--- src/hdl/led_fault_pkg.sv ---
/*
  Shared constants, types and helpers of the LED fault detect and
  output stagger block.
  Assumes a single 250 MHz system clock domain for all users.
*/
package led_fault_pkg;

  localparam int CHANNELS    = 16;
  localparam int GROUPS      = 4;
  localparam int SHIFT_LEN   = 192;
  localparam int STATUS_BITS = 17;
  localparam int SYNC_STAGES = 2;

  // shift clock rise that samples the outputs, counted from one
  localparam logic [5:0] SAMPLE_EDGE = 6'h21;
  localparam logic [5:0] COUNT_RST   = 6'h00;

  // register map, byte addresses
  localparam logic [3:0] ADDR_EVENT = 4'h0;
  localparam logic [3:0] ADDR_MASK  = 4'h4;
  localparam logic [3:0] ADDR_OPEN  = 4'h8;
  localparam logic [3:0] ADDR_CTRL  = 4'hC;

  // event bits and the control register bit
  localparam int EVENT_W  = 3;
  localparam int EV_OPEN  = 0;
  localparam int EV_HOT   = 1;
  localparam int EV_COOL  = 2;
  localparam int CTRL_STAGGER = 0;

  localparam logic [EVENT_W-1:0]  EVENT_RST = 3'h0;
  localparam logic [EVENT_W-1:0]  MASK_RST  = 3'h0;
  localparam logic                STAGGER_RST = 1'b1;
  localparam logic [CHANNELS-1:0] CHAN_RST  = 16'h0000;
  localparam logic [31:0]         WORD_ZERO = 32'h0000_0000;

  // pin inputs that arrive from outside the clock domain
  typedef struct packed {
    logic gclk;
    logic sdata;
    logic blank;
    logic latch_n;
    logic hot;
    logic cool;
  } pins_t;

  // word loaded into the top of the shift register
  typedef struct packed {
    logic                overheat;
    logic [CHANNELS-1:0] open_led;
  } status_word_t;

  function automatic logic rose(input logic now, input logic was);
    rose = now & ~was;
  endfunction

  function automatic logic fell(input logic now, input logic was);
    fell = ~now & was;
  endfunction

endpackage

--- src/hdl/led_fault_stagger.sv ---
/*
  Open-LED detection, thermal shutdown and staggered sink switching
  of a 16-channel constant-current LED driver, with a small register
  port and one interrupt.
  Assumes the shift clock, blank, latch strobe, thermal levels,
  comparators and PWM demand arrive from outside the clock domain.
*/
// Our own choices: the register addresses and the address-and-strobe port.
`timescale 1ns/1ns
module led_fault_stagger (
  // clock and control
  input  wire logic        REF_CLK,
  input  wire logic        RST,
  input  wire logic        CE,
  // grayscale serial port from the controller
  input  wire logic        GRAY_SHIFT_CLOCK,
  input  wire logic        GRAY_SERIAL_IN,
  input  wire logic        BLANK,
  input  wire logic        GRAY_LATCH_STROBE_N,
  output logic             GRAY_SERIAL_OUT,
  // analog sense and pwm demand
  input  wire logic        TEMP_HIGH,
  input  wire logic        TEMP_COOL,
  input  wire logic [15:0] OPEN_CMP,
  input  wire logic [15:0] CHANNEL_ON,
  // register port
  input  wire logic [3:0]  REG_ADDR,
  input  wire logic [31:0] REG_WDATA,
  input  wire logic        REG_WR,
  input  wire logic        REG_RD,
  output logic      [31:0] REG_RDATA,
  // outputs
  output logic      [15:0] SINK_OUTPUT,
  output logic             OVERHEAT_FLAG,
  output logic             IRQ
);

  localparam int N = led_fault_pkg::CHANNELS;

  led_fault_pkg::pins_t pins_raw;
  led_fault_pkg::pins_t pins_s;
  led_fault_pkg::pins_t pins_d;
  logic [N-1:0]         cmp_s;
  logic [N-1:0]         demand_s;

  assign pins_raw = '{gclk: GRAY_SHIFT_CLOCK, sdata: GRAY_SERIAL_IN,
                      blank: BLANK, latch_n: GRAY_LATCH_STROBE_N,
                      hot: TEMP_HIGH, cool: TEMP_COOL};

  led_pin_sync #(.W($bits(led_fault_pkg::pins_t))) u_pin_sync (
    .clk (REF_CLK),
    .ce  (CE),
    .rst (RST),
    .d   (pins_raw),
    .q   (pins_s)
  );

  led_pin_sync #(.W(2*N)) u_sense_sync (
    .clk (REF_CLK),
    .ce  (CE),
    .rst (RST),
    .d   ({OPEN_CMP, CHANNEL_ON}),
    .q   ({cmp_s, demand_s})
  );

  // edge detection on synchronised levels only
  led_fault_pkg::pins_t pins_d_next;
  logic g_rise;
  logic blank_fall;
  logic latch_fall;

  always_comb begin
    pins_d_next = pins_d;
    if (RST) begin
      pins_d_next = '0;
    end else if (CE) begin
      pins_d_next = pins_s;
    end
  end

  always_ff @(posedge REF_CLK) begin
    pins_d <= pins_d_next;
  end

  assign g_rise     = CE & led_fault_pkg::rose(pins_s.gclk, pins_d.gclk);
  assign blank_fall = CE & led_fault_pkg::fell(pins_s.blank, pins_d.blank);
  assign latch_fall = CE & led_fault_pkg::fell(pins_s.latch_n,
                                               pins_d.latch_n);

  // open-LED sampling
  logic [5:0]   gcount_reg;
  logic [5:0]   gcount_next;
  logic         counting_reg;
  logic         counting_next;
  logic [N-1:0] open_reg;
  logic [N-1:0] open_next;
  logic [N-1:0] open_cap;
  logic         sample;

  // an off channel cannot be judged, so it reads as healthy
  assign open_cap = cmp_s & SINK_OUTPUT;
  assign sample   = g_rise && counting_reg &&
                    (gcount_reg + 6'h01 == led_fault_pkg::SAMPLE_EDGE);

  always_comb begin
    gcount_next   = gcount_reg;
    counting_next = counting_reg;
    open_next     = open_reg;
    if (RST) begin
      gcount_next   = led_fault_pkg::COUNT_RST;
      counting_next = 1'b0;
      open_next     = led_fault_pkg::CHAN_RST;
    end else if (blank_fall) begin
      // every PWM cycle rearms the check by itself
      gcount_next   = led_fault_pkg::COUNT_RST;
      counting_next = 1'b1;
    end else if (sample) begin
      open_next     = open_cap;
      counting_next = 1'b0;
    end else if (g_rise && counting_reg) begin
      gcount_next   = gcount_reg + 6'h01;
    end
  end

  always_ff @(posedge REF_CLK) begin
    gcount_reg   <= gcount_next;
    counting_reg <= counting_next;
    open_reg     <= open_next;
  end

  // thermal flag and restart
  logic flag_next;
  logic run_reg;
  logic run_next;
  logic resume_reg;
  logic resume_next;

  always_comb begin
    flag_next   = OVERHEAT_FLAG;
    run_next    = run_reg;
    resume_next = resume_reg;
    if (RST) begin
      flag_next   = 1'b0;
      run_next    = 1'b0;
      resume_next = 1'b0;
    end else if (CE) begin
      // set wins over the cool indication
      if (pins_s.hot) begin
        flag_next = 1'b1;
      end else if (pins_s.cool) begin
        flag_next = 1'b0;
      end
      if (blank_fall) begin
        resume_next = 1'b1;
      end
      if (OVERHEAT_FLAG) begin
        run_next = 1'b0;
      end else if (g_rise && resume_reg) begin
        run_next    = 1'b1;
        resume_next = 1'b0;
      end
    end
  end

  always_ff @(posedge REF_CLK) begin
    OVERHEAT_FLAG <= flag_next;
    run_reg       <= run_next;
    resume_reg    <= resume_next;
  end

  // grouped output switching
  logic [N-1:0] stage_reg [3];
  logic [N-1:0] stage_next [3];
  logic [N-1:0] staggered;
  logic [N-1:0] sink_next;
  logic         permit;
  logic         stagger_en_reg;

  // forced off is immediate; only pwm edges are staggered
  assign permit = run_reg & ~OVERHEAT_FLAG & ~pins_s.blank;

  always_comb begin
    for (int k = 0; k < 3; k++) begin
      stage_next[k] = stage_reg[k];
    end
    if (RST) begin
      for (int k = 0; k < 3; k++) begin
        stage_next[k] = led_fault_pkg::CHAN_RST;
      end
    end else if (g_rise) begin
      stage_next[0] = demand_s;
      stage_next[1] = stage_reg[0];
      stage_next[2] = stage_reg[1];
    end
    for (int i = 0; i < N; i++) begin
      // group n mod 4 waits that many shift clock periods
      if (i % led_fault_pkg::GROUPS == 0) begin
        staggered[i] = demand_s[i];
      end else begin
        staggered[i] = stage_reg[i % led_fault_pkg::GROUPS - 1][i];
      end
    end
    sink_next = SINK_OUTPUT;
    if (RST) begin
      sink_next = led_fault_pkg::CHAN_RST;
    end else if (CE) begin
      sink_next = permit ? (stagger_en_reg ? staggered : demand_s)
                         : led_fault_pkg::CHAN_RST;
    end
  end

  always_ff @(posedge REF_CLK) begin
    for (int k = 0; k < 3; k++) begin
      stage_reg[k] <= stage_next[k];
    end
    SINK_OUTPUT <= sink_next;
  end

  // status load into the shift register
  logic                       load_pend_reg;
  logic                       load_pend_next;
  logic                       load_now;
  led_fault_pkg::status_word_t status;

  assign load_now = g_rise & load_pend_reg;
  assign status   = '{overheat: OVERHEAT_FLAG, open_led: open_reg};

  always_comb begin
    load_pend_next = load_pend_reg;
    if (RST) begin
      load_pend_next = 1'b0;
    end else if (latch_fall) begin
      load_pend_next = 1'b1;
    end else if (g_rise) begin
      load_pend_next = 1'b0;
    end
  end

  always_ff @(posedge REF_CLK) begin
    load_pend_reg <= load_pend_next;
  end

  led_gray_shift u_shift (
    .clk        (REF_CLK),
    .ce         (CE),
    .rst        (RST),
    .shift_en   (g_rise & ~load_pend_reg),
    .load_en    (load_now),
    .serial_in  (pins_s.sdata),
    .status     (status),
    .serial_out (GRAY_SERIAL_OUT)
  );

  // registers and interrupt
  logic [2:0]  event_reg;
  logic [2:0]  event_next;
  logic [2:0]  event_set;
  logic [2:0]  mask_reg;
  logic [2:0]  mask_next;
  logic        stagger_en_next;
  logic [31:0] rdata_next;
  logic        irq_next;

  always_comb begin
    event_set = '0;
    event_set[led_fault_pkg::EV_OPEN] = sample && (|open_cap);
    event_set[led_fault_pkg::EV_HOT]  = flag_next & ~OVERHEAT_FLAG;
    event_set[led_fault_pkg::EV_COOL] = ~flag_next & OVERHEAT_FLAG;
    event_next      = event_reg;
    mask_next       = mask_reg;
    stagger_en_next = stagger_en_reg;
    rdata_next      = led_fault_pkg::WORD_ZERO;
    if (RST) begin
      event_next      = led_fault_pkg::EVENT_RST;
      mask_next       = led_fault_pkg::MASK_RST;
      stagger_en_next = led_fault_pkg::STAGGER_RST;
    end else if (CE) begin
      if (REG_WR && REG_ADDR == led_fault_pkg::ADDR_EVENT) begin
        event_next = event_reg & ~REG_WDATA[2:0];
      end
      if (REG_WR && REG_ADDR == led_fault_pkg::ADDR_MASK) begin
        mask_next = REG_WDATA[2:0];
      end
      if (REG_WR && REG_ADDR == led_fault_pkg::ADDR_CTRL) begin
        stagger_en_next = REG_WDATA[led_fault_pkg::CTRL_STAGGER];
      end
      event_next = event_next | event_set;
      if (REG_RD) begin
        case (REG_ADDR)
          led_fault_pkg::ADDR_EVENT: rdata_next[2:0] = event_reg;
          led_fault_pkg::ADDR_MASK:  rdata_next[2:0] = mask_reg;
          led_fault_pkg::ADDR_OPEN:  rdata_next = {15'h0000, status};
          led_fault_pkg::ADDR_CTRL:  rdata_next[0]   = stagger_en_reg;
          default:                   rdata_next = led_fault_pkg::WORD_ZERO;
        endcase
      end
    end
    irq_next = |(event_next & mask_next);
  end

  always_ff @(posedge REF_CLK) begin
    event_reg      <= event_next;
    mask_reg       <= mask_next;
    stagger_en_reg <= stagger_en_next;
    REG_RDATA      <= rdata_next;
    IRQ            <= irq_next;
  end

  // checks
  a_blank_off: assert property (@(posedge REF_CLK) disable iff (RST)
    CE && pins_s.blank |=> SINK_OUTPUT == 16'h0000)
    else $error("sink on while blank high");
  a_flag_off: assert property (@(posedge REF_CLK) disable iff (RST)
    CE && OVERHEAT_FLAG |=> SINK_OUTPUT == 16'h0000 ##0 !run_reg)
    else $error("sink on while overheated");
  a_hot_sets_flag: assert property (@(posedge REF_CLK) disable iff (RST)
    CE && pins_s.hot |=> OVERHEAT_FLAG)
    else $error("overheat flag not set");
  a_cool_clears: assert property (@(posedge REF_CLK) disable iff (RST)
    CE && pins_s.cool && !pins_s.hot |=> !OVERHEAT_FLAG)
    else $error("overheat flag not cleared");
  a_open_held: assert property (@(posedge REF_CLK) disable iff (RST)
    !sample |=> $stable(open_reg))
    else $error("open result changed outside sample");
  a_sample_edge: assert property (@(posedge REF_CLK) disable iff (RST)
    sample |-> gcount_reg == 6'h20 && counting_reg)
    else $error("sample not at 33rd shift clock");
  a_open_value: assert property (@(posedge REF_CLK) disable iff (RST)
    sample |=> open_reg == $past(open_cap))
    else $error("open result differs from comparator");
  a_restart_gate: assert property (@(posedge REF_CLK) disable iff (RST)
    $rose(run_reg) |-> $past(g_rise && resume_reg && !OVERHEAT_FLAG))
    else $error("restart without shift clock after blank");
  c_open_seen: cover property (@(posedge REF_CLK) sample && (|open_cap));
  c_flag_set: cover property (@(posedge REF_CLK) $rose(OVERHEAT_FLAG));
  c_restart: cover property (@(posedge REF_CLK) $rose(run_reg));

endmodule

--- src/hdl/led_gray_shift.sv ---
/*
  192-bit grayscale shift register with parallel status load into its
  top bits; serial output taken from the top flip-flop.
  Assumes shift and load are one-cycle enables, never both at once.
*/
`timescale 1ns/1ns
module led_gray_shift (
  // clock and control
  input  wire logic                          clk,
  input  wire logic                          ce,
  input  wire logic                          rst,
  input  wire logic                          shift_en,
  input  wire logic                          load_en,
  // data
  input  wire logic                          serial_in,
  input  wire led_fault_pkg::status_word_t   status,
  output logic                               serial_out
);

  localparam int LEN = led_fault_pkg::SHIFT_LEN;
  localparam int SB  = led_fault_pkg::STATUS_BITS;

  logic [LEN-1:0] sr_reg;
  logic [LEN-1:0] sr_next;

  always_comb begin
    sr_next = sr_reg;
    if (rst) begin
      sr_next = '0;
    end else if (ce && load_en) begin
      // only the top bits are overwritten, the rest keep their data
      sr_next[LEN-1 -: SB] = status;
    end else if (ce && shift_en) begin
      sr_next = {sr_reg[LEN-2:0], serial_in};
    end
  end

  always_ff @(posedge clk) begin
    sr_reg <= sr_next;
  end

  assign serial_out = sr_reg[LEN-1];

endmodule

--- src/hdl/led_pin_sync.sv ---
/*
  Two flip-flop synchroniser for a bundle of asynchronous levels.
  Assumes the inputs change slowly compared with the clock.
*/
`timescale 1ns/1ns
module led_pin_sync #(
  parameter int W = 1
) (
  // clock and control
  input  wire logic         clk,
  input  wire logic         ce,
  input  wire logic         rst,
  // levels
  input  wire logic [W-1:0] d,
  output logic      [W-1:0] q
);

  logic [W-1:0] meta_reg;
  logic [W-1:0] meta_next;
  logic [W-1:0] q_next;

  always_comb begin
    meta_next = meta_reg;
    q_next    = q;
    if (rst) begin
      meta_next = '0;
      q_next    = '0;
    end else if (ce) begin
      meta_next = d;
      q_next    = meta_reg;
    end
  end

  always_ff @(posedge clk) begin
    meta_reg <= meta_next;
    q        <= q_next;
  end

endmodule

--- config.mk ---
export PLATFORM = sky130hd
export DESIGN_NAME = led_fault_stagger
export DESIGN_NICKNAME = d
export VERILOG_FILES = /design/src/hdl/led_fault_pkg.sv /design/src/hdl/led_fault_stagger.sv /design/src/hdl/led_gray_shift.sv /design/src/hdl/led_pin_sync.sv
export SDC_FILE = /design/constraint.sdc
export NUM_CORES = 1
export LEC_CHECK = 0
export BUFFER_PORTS_ARGS = -buffer_cell sky130_fd_sc_hd__buf_2
export CORE_MARGIN = 2
export CORE_UTILIZATION = 55
export DETAILED_ROUTE_END_ITERATION = 7
export GPL_ROUTABILITY_DRIVEN = 0
export PLACE_DENSITY = 0.79
export SLEW_MARGIN = 30
export SYNTH_ARGS = -nofsm -noshare
export SYNTH_HDL_FRONTEND = slang
export SYNTH_SLANG_ARGS = --single-unit
export TNS_END_PERCENT = 10
--- constraint.sdc ---
create_clock -name REF_CLK -period 1.9 [get_ports REF_CLK]
set_input_delay 0.38 -clock REF_CLK [delete_from_list [all_inputs] [get_ports REF_CLK]]
set_output_delay 0.38 -clock REF_CLK [all_outputs]
set_load 0.01 [all_outputs]
==> results.md <==
* Crit-path cells: nand3_2, mux2i_4, o2111ai_2, buf_12, a2bb2oi_1, o31ai_2
* Max H-tree Level at 2
* CP delay by family, top: compound AO/OA/AOI/OAI gates
* CTS tree: done
* Clk_lat worst skew at about 520 ps
* Wire length on met1 at between 10000 and 15000 um
* Startpoint types: register
* Slowest cell on the critical path: dfxtp_1
* CTS Buffer Depth at 3
* Synth Cell Area at approximately 13000 um^2
* FF/Latch Area at 7270 um^2
* Total Power at 15.7 mW
* Initial core utilization at ~56%
* Yosys warnings at 0
* Root Buffer: clkbuf_16
* Cells after synthesis at 1535
* CP Class: reg2reg
* Buf/Inv on CP at 1
* Residual DRC at 0
* Final period utilization at around 94%
* 1st-iter DRT viols at about 860
* Site Rows at 56
* Post-DP HPWL at 16900 um
* Final Skew at 20.4 ps
* Met2 Wirelength at 13200 um
* First-pass GRT wire length at ~46000 um
* Clock slew seen by the registers of the worst setup and hold paths at around 60 ps
* Post-synthesis average cell area at ~8.7 um^2
* Final antenna-violating net count at 0
* Clock Sinks at approximately 360
* Largest net degree at the start of global routing at between 100 and 150
* Post-synthesis sequential area ratio at between 50% and 60%
* Final hold violations at 0
* Worst hold slack at a little over 100 ps
* I/O Buffers at 85
* Via count at 10.3k
* # hold bufs at CTS at 0
* Nets at 1665
* Core box area at around 24000 um^2
* Top Layer Used: met4
* DIE AREA at 25500 um^2
* Post-synthesis cell type count at 50
* Number of flip-flops in the largest register at roughly 190
* Synth async-reset ratio at 0%
* Fraction of layout cells with a size suffix above 1 at a little over an eighth
* Leak at about 5.7 nW
* Shortest period the worst path allows at roughly 1800 ps
* Die X-Extent at between 150 and 200 um
* Area grow syn2layout at 15.2%
* Initial antenna violation count at 0
* Max cap viols at 0
* Pwr dens at 1020 nW/um^2
* # setup viols final at 0
* Worst Path Required at 2280 ps
* TritonCTS buffer count at 36
* Vias per cell at 5.34
* Antenna diodes at 0
* Max Freq at ~560 MHz
* Dominant cells by area after synthesis: dfxtp_1 (55%), nand2_1 (11%), a21oi_1 (9.2%)
* Top_reg_cell synth: dfxtp_1
* Synth top area share at a little over half
* Chip height at roughly 160 um
* Max FO, Critical Path at 18
* Setup crit end kind: register
* Setup_tns at 0 ps
* Total grt overflow at 0
* RSZ-0062 raised after global routing: false
* Slew margin rel. at a little over 50%
* Worst slew pin tran at approximately 740 ps
* Met3 routed WL at around 1400 um
* Routed length per instance at roughly 14 um
* Vias in the first global route at 9509
* Synth Register Bits at 363
* # fillers at between 1.5k and 2k
* Routed wire length at about 28000 um
* Maximum vdd ir drop at 0.722 mV
* Status: finished, final reports clean
* Post-synth EDFFs at 0
* Worst hold-check path type: in2reg
* Largest area contributor in the netlist: dfxtp_1
* DR pass1 iterations at 5
* Crit path DAT at 2150 ps
* Io pins at 130
* CP max stage delay at roughly 460 ps
* All-Layer GR Usage at a little over a fifth
* Count of final max-slew check failures at 0
* Combined area of the multi-input logic cells at around 5600 um^2
synth_stat cells, types with 9 or more instances:
cell      number
a211oi_1      19
a21oi_1      244
a22oi_1        9
and2_1        15
buf_2         34
buf_4         15
clkbuf_1      67
dfxtp_1      363
mux2_2        12
mux2i_1      101
nand2_1      406
nand4_1       19
nor2_1       126
nor2b_1       21
o21ai_0       13
o21ai_1       10
path summary, 6_finish.rpt:
path	from	to	slack [ps]	cells past startpoint
max	gcount_reg[2]$_SDFFE_PP0P_	IRQ$_DFF_P_	120	6
min	OPEN_CMP[9]	u_sense_sync.meta_reg[25]$_SDFFE_PP0P_	100	3
max reg2reg	gcount_reg[2]$_SDFFE_PP0P_	IRQ$_DFF_P_	120	6
min reg2reg	u_shift.sr_reg[32]$_SDFFE_PP0P_	u_shift.sr_reg[33]$_SDFFE_PP0P_	440	2
per-layer routing:
metal | global-route usage (%) | vias to the layer above
li1 | - | 5174
met3 | 4.44 | 51
met4 | 6.36 | 0
met2 | 34.8 | 233
met5 | 0 | -
met1 | 28.1 | 4847
tightest hold or removal path, cell delays in order:
cell and delay, ps:
buf_2 80, mux2i_1 50, nor2_1 70
metrics by stage:
step / setup slack (ps) / util, % / instances / area, um^2
2_1_floorplan: 219 / - / 1549 / 13400
3_3_place_gp: 146 / 59.6 / 1864 / 14100
3_5_place_dp: 115 / 59.6 / 1864 / 14100
4_1_cts: 54.5 / 65.0 / 1929 / 15300
5_1_grt: 25.2 / 65.1 / 1930 / 15400
6_report: 123 / 65.1 / 1930 / 15400
final cells by class:
| cell class | instances | share of cell area, % |
|---|---|---|
| Clock buffer | 50 | 6.87 |
| Multi-Input combinational cell | 1059 | 36.2 |
| Inverter | 2 | 0.0489 |
| Tap cell | 319 | 2.60 |
| Clock inverter | 15 | 1.40 |
| Sequential cell | 363 | 47.3 |
| Timing Repair Buffer | 122 | 5.55 |
report_power, final:
part	switching, mW	internal (mW)	leakage, nW
clock network	2.86	4.58	0.631
logic	0.334	0.191	2.13
registers	0.0611	7.70	2.93
timing repair:
item / CTS / global route
setup endpoints to repair: 0 / 1
resized for setup: 0 / 2
buffers inserted: 0 / 1
cells by family (layout without fill, tap and decap cells):
| kind of cell | count (synthesis) | in the layout | synth area share, % |
|---|---|---|---|
| and+or+nand+nor | 619 | 619 | 19.3 |
| DFF | 363 | 363 | 54.5 |
| AOI/OAI and AO/OA | 307 | 307 | 12.7 |
| buffers and inverters | 127 | 189 | 4.37 |
| muxes | 115 | 115 | 8.87 |
| adders and majority gates | 2 | 2 | 0.188 |
| other | 1 | 15 | 0.0281 |
| xor gates and xnor gates | 1 | 1 | 0.0657 |
layout by cell type, fill, tap and decap left out, drive strengths merged, types with 7 or more instances in the layout:
master  Yosys  final
mux2       12     12
mux2i     102    102
o21ai      23     23
nand2b      7      7
nor2      126    126
a21oi     244    244
nand4      19     19
buf        58    122
nand2     406    406
clkbuf     67     50
nand3       8      8
clkinv      0     10
nor2b      21     21
dfxtp     363    363
conb        1     15
a211oi     19     19
and2       15     15
a22oi       9      9
(Power assumes the default switching activity.)
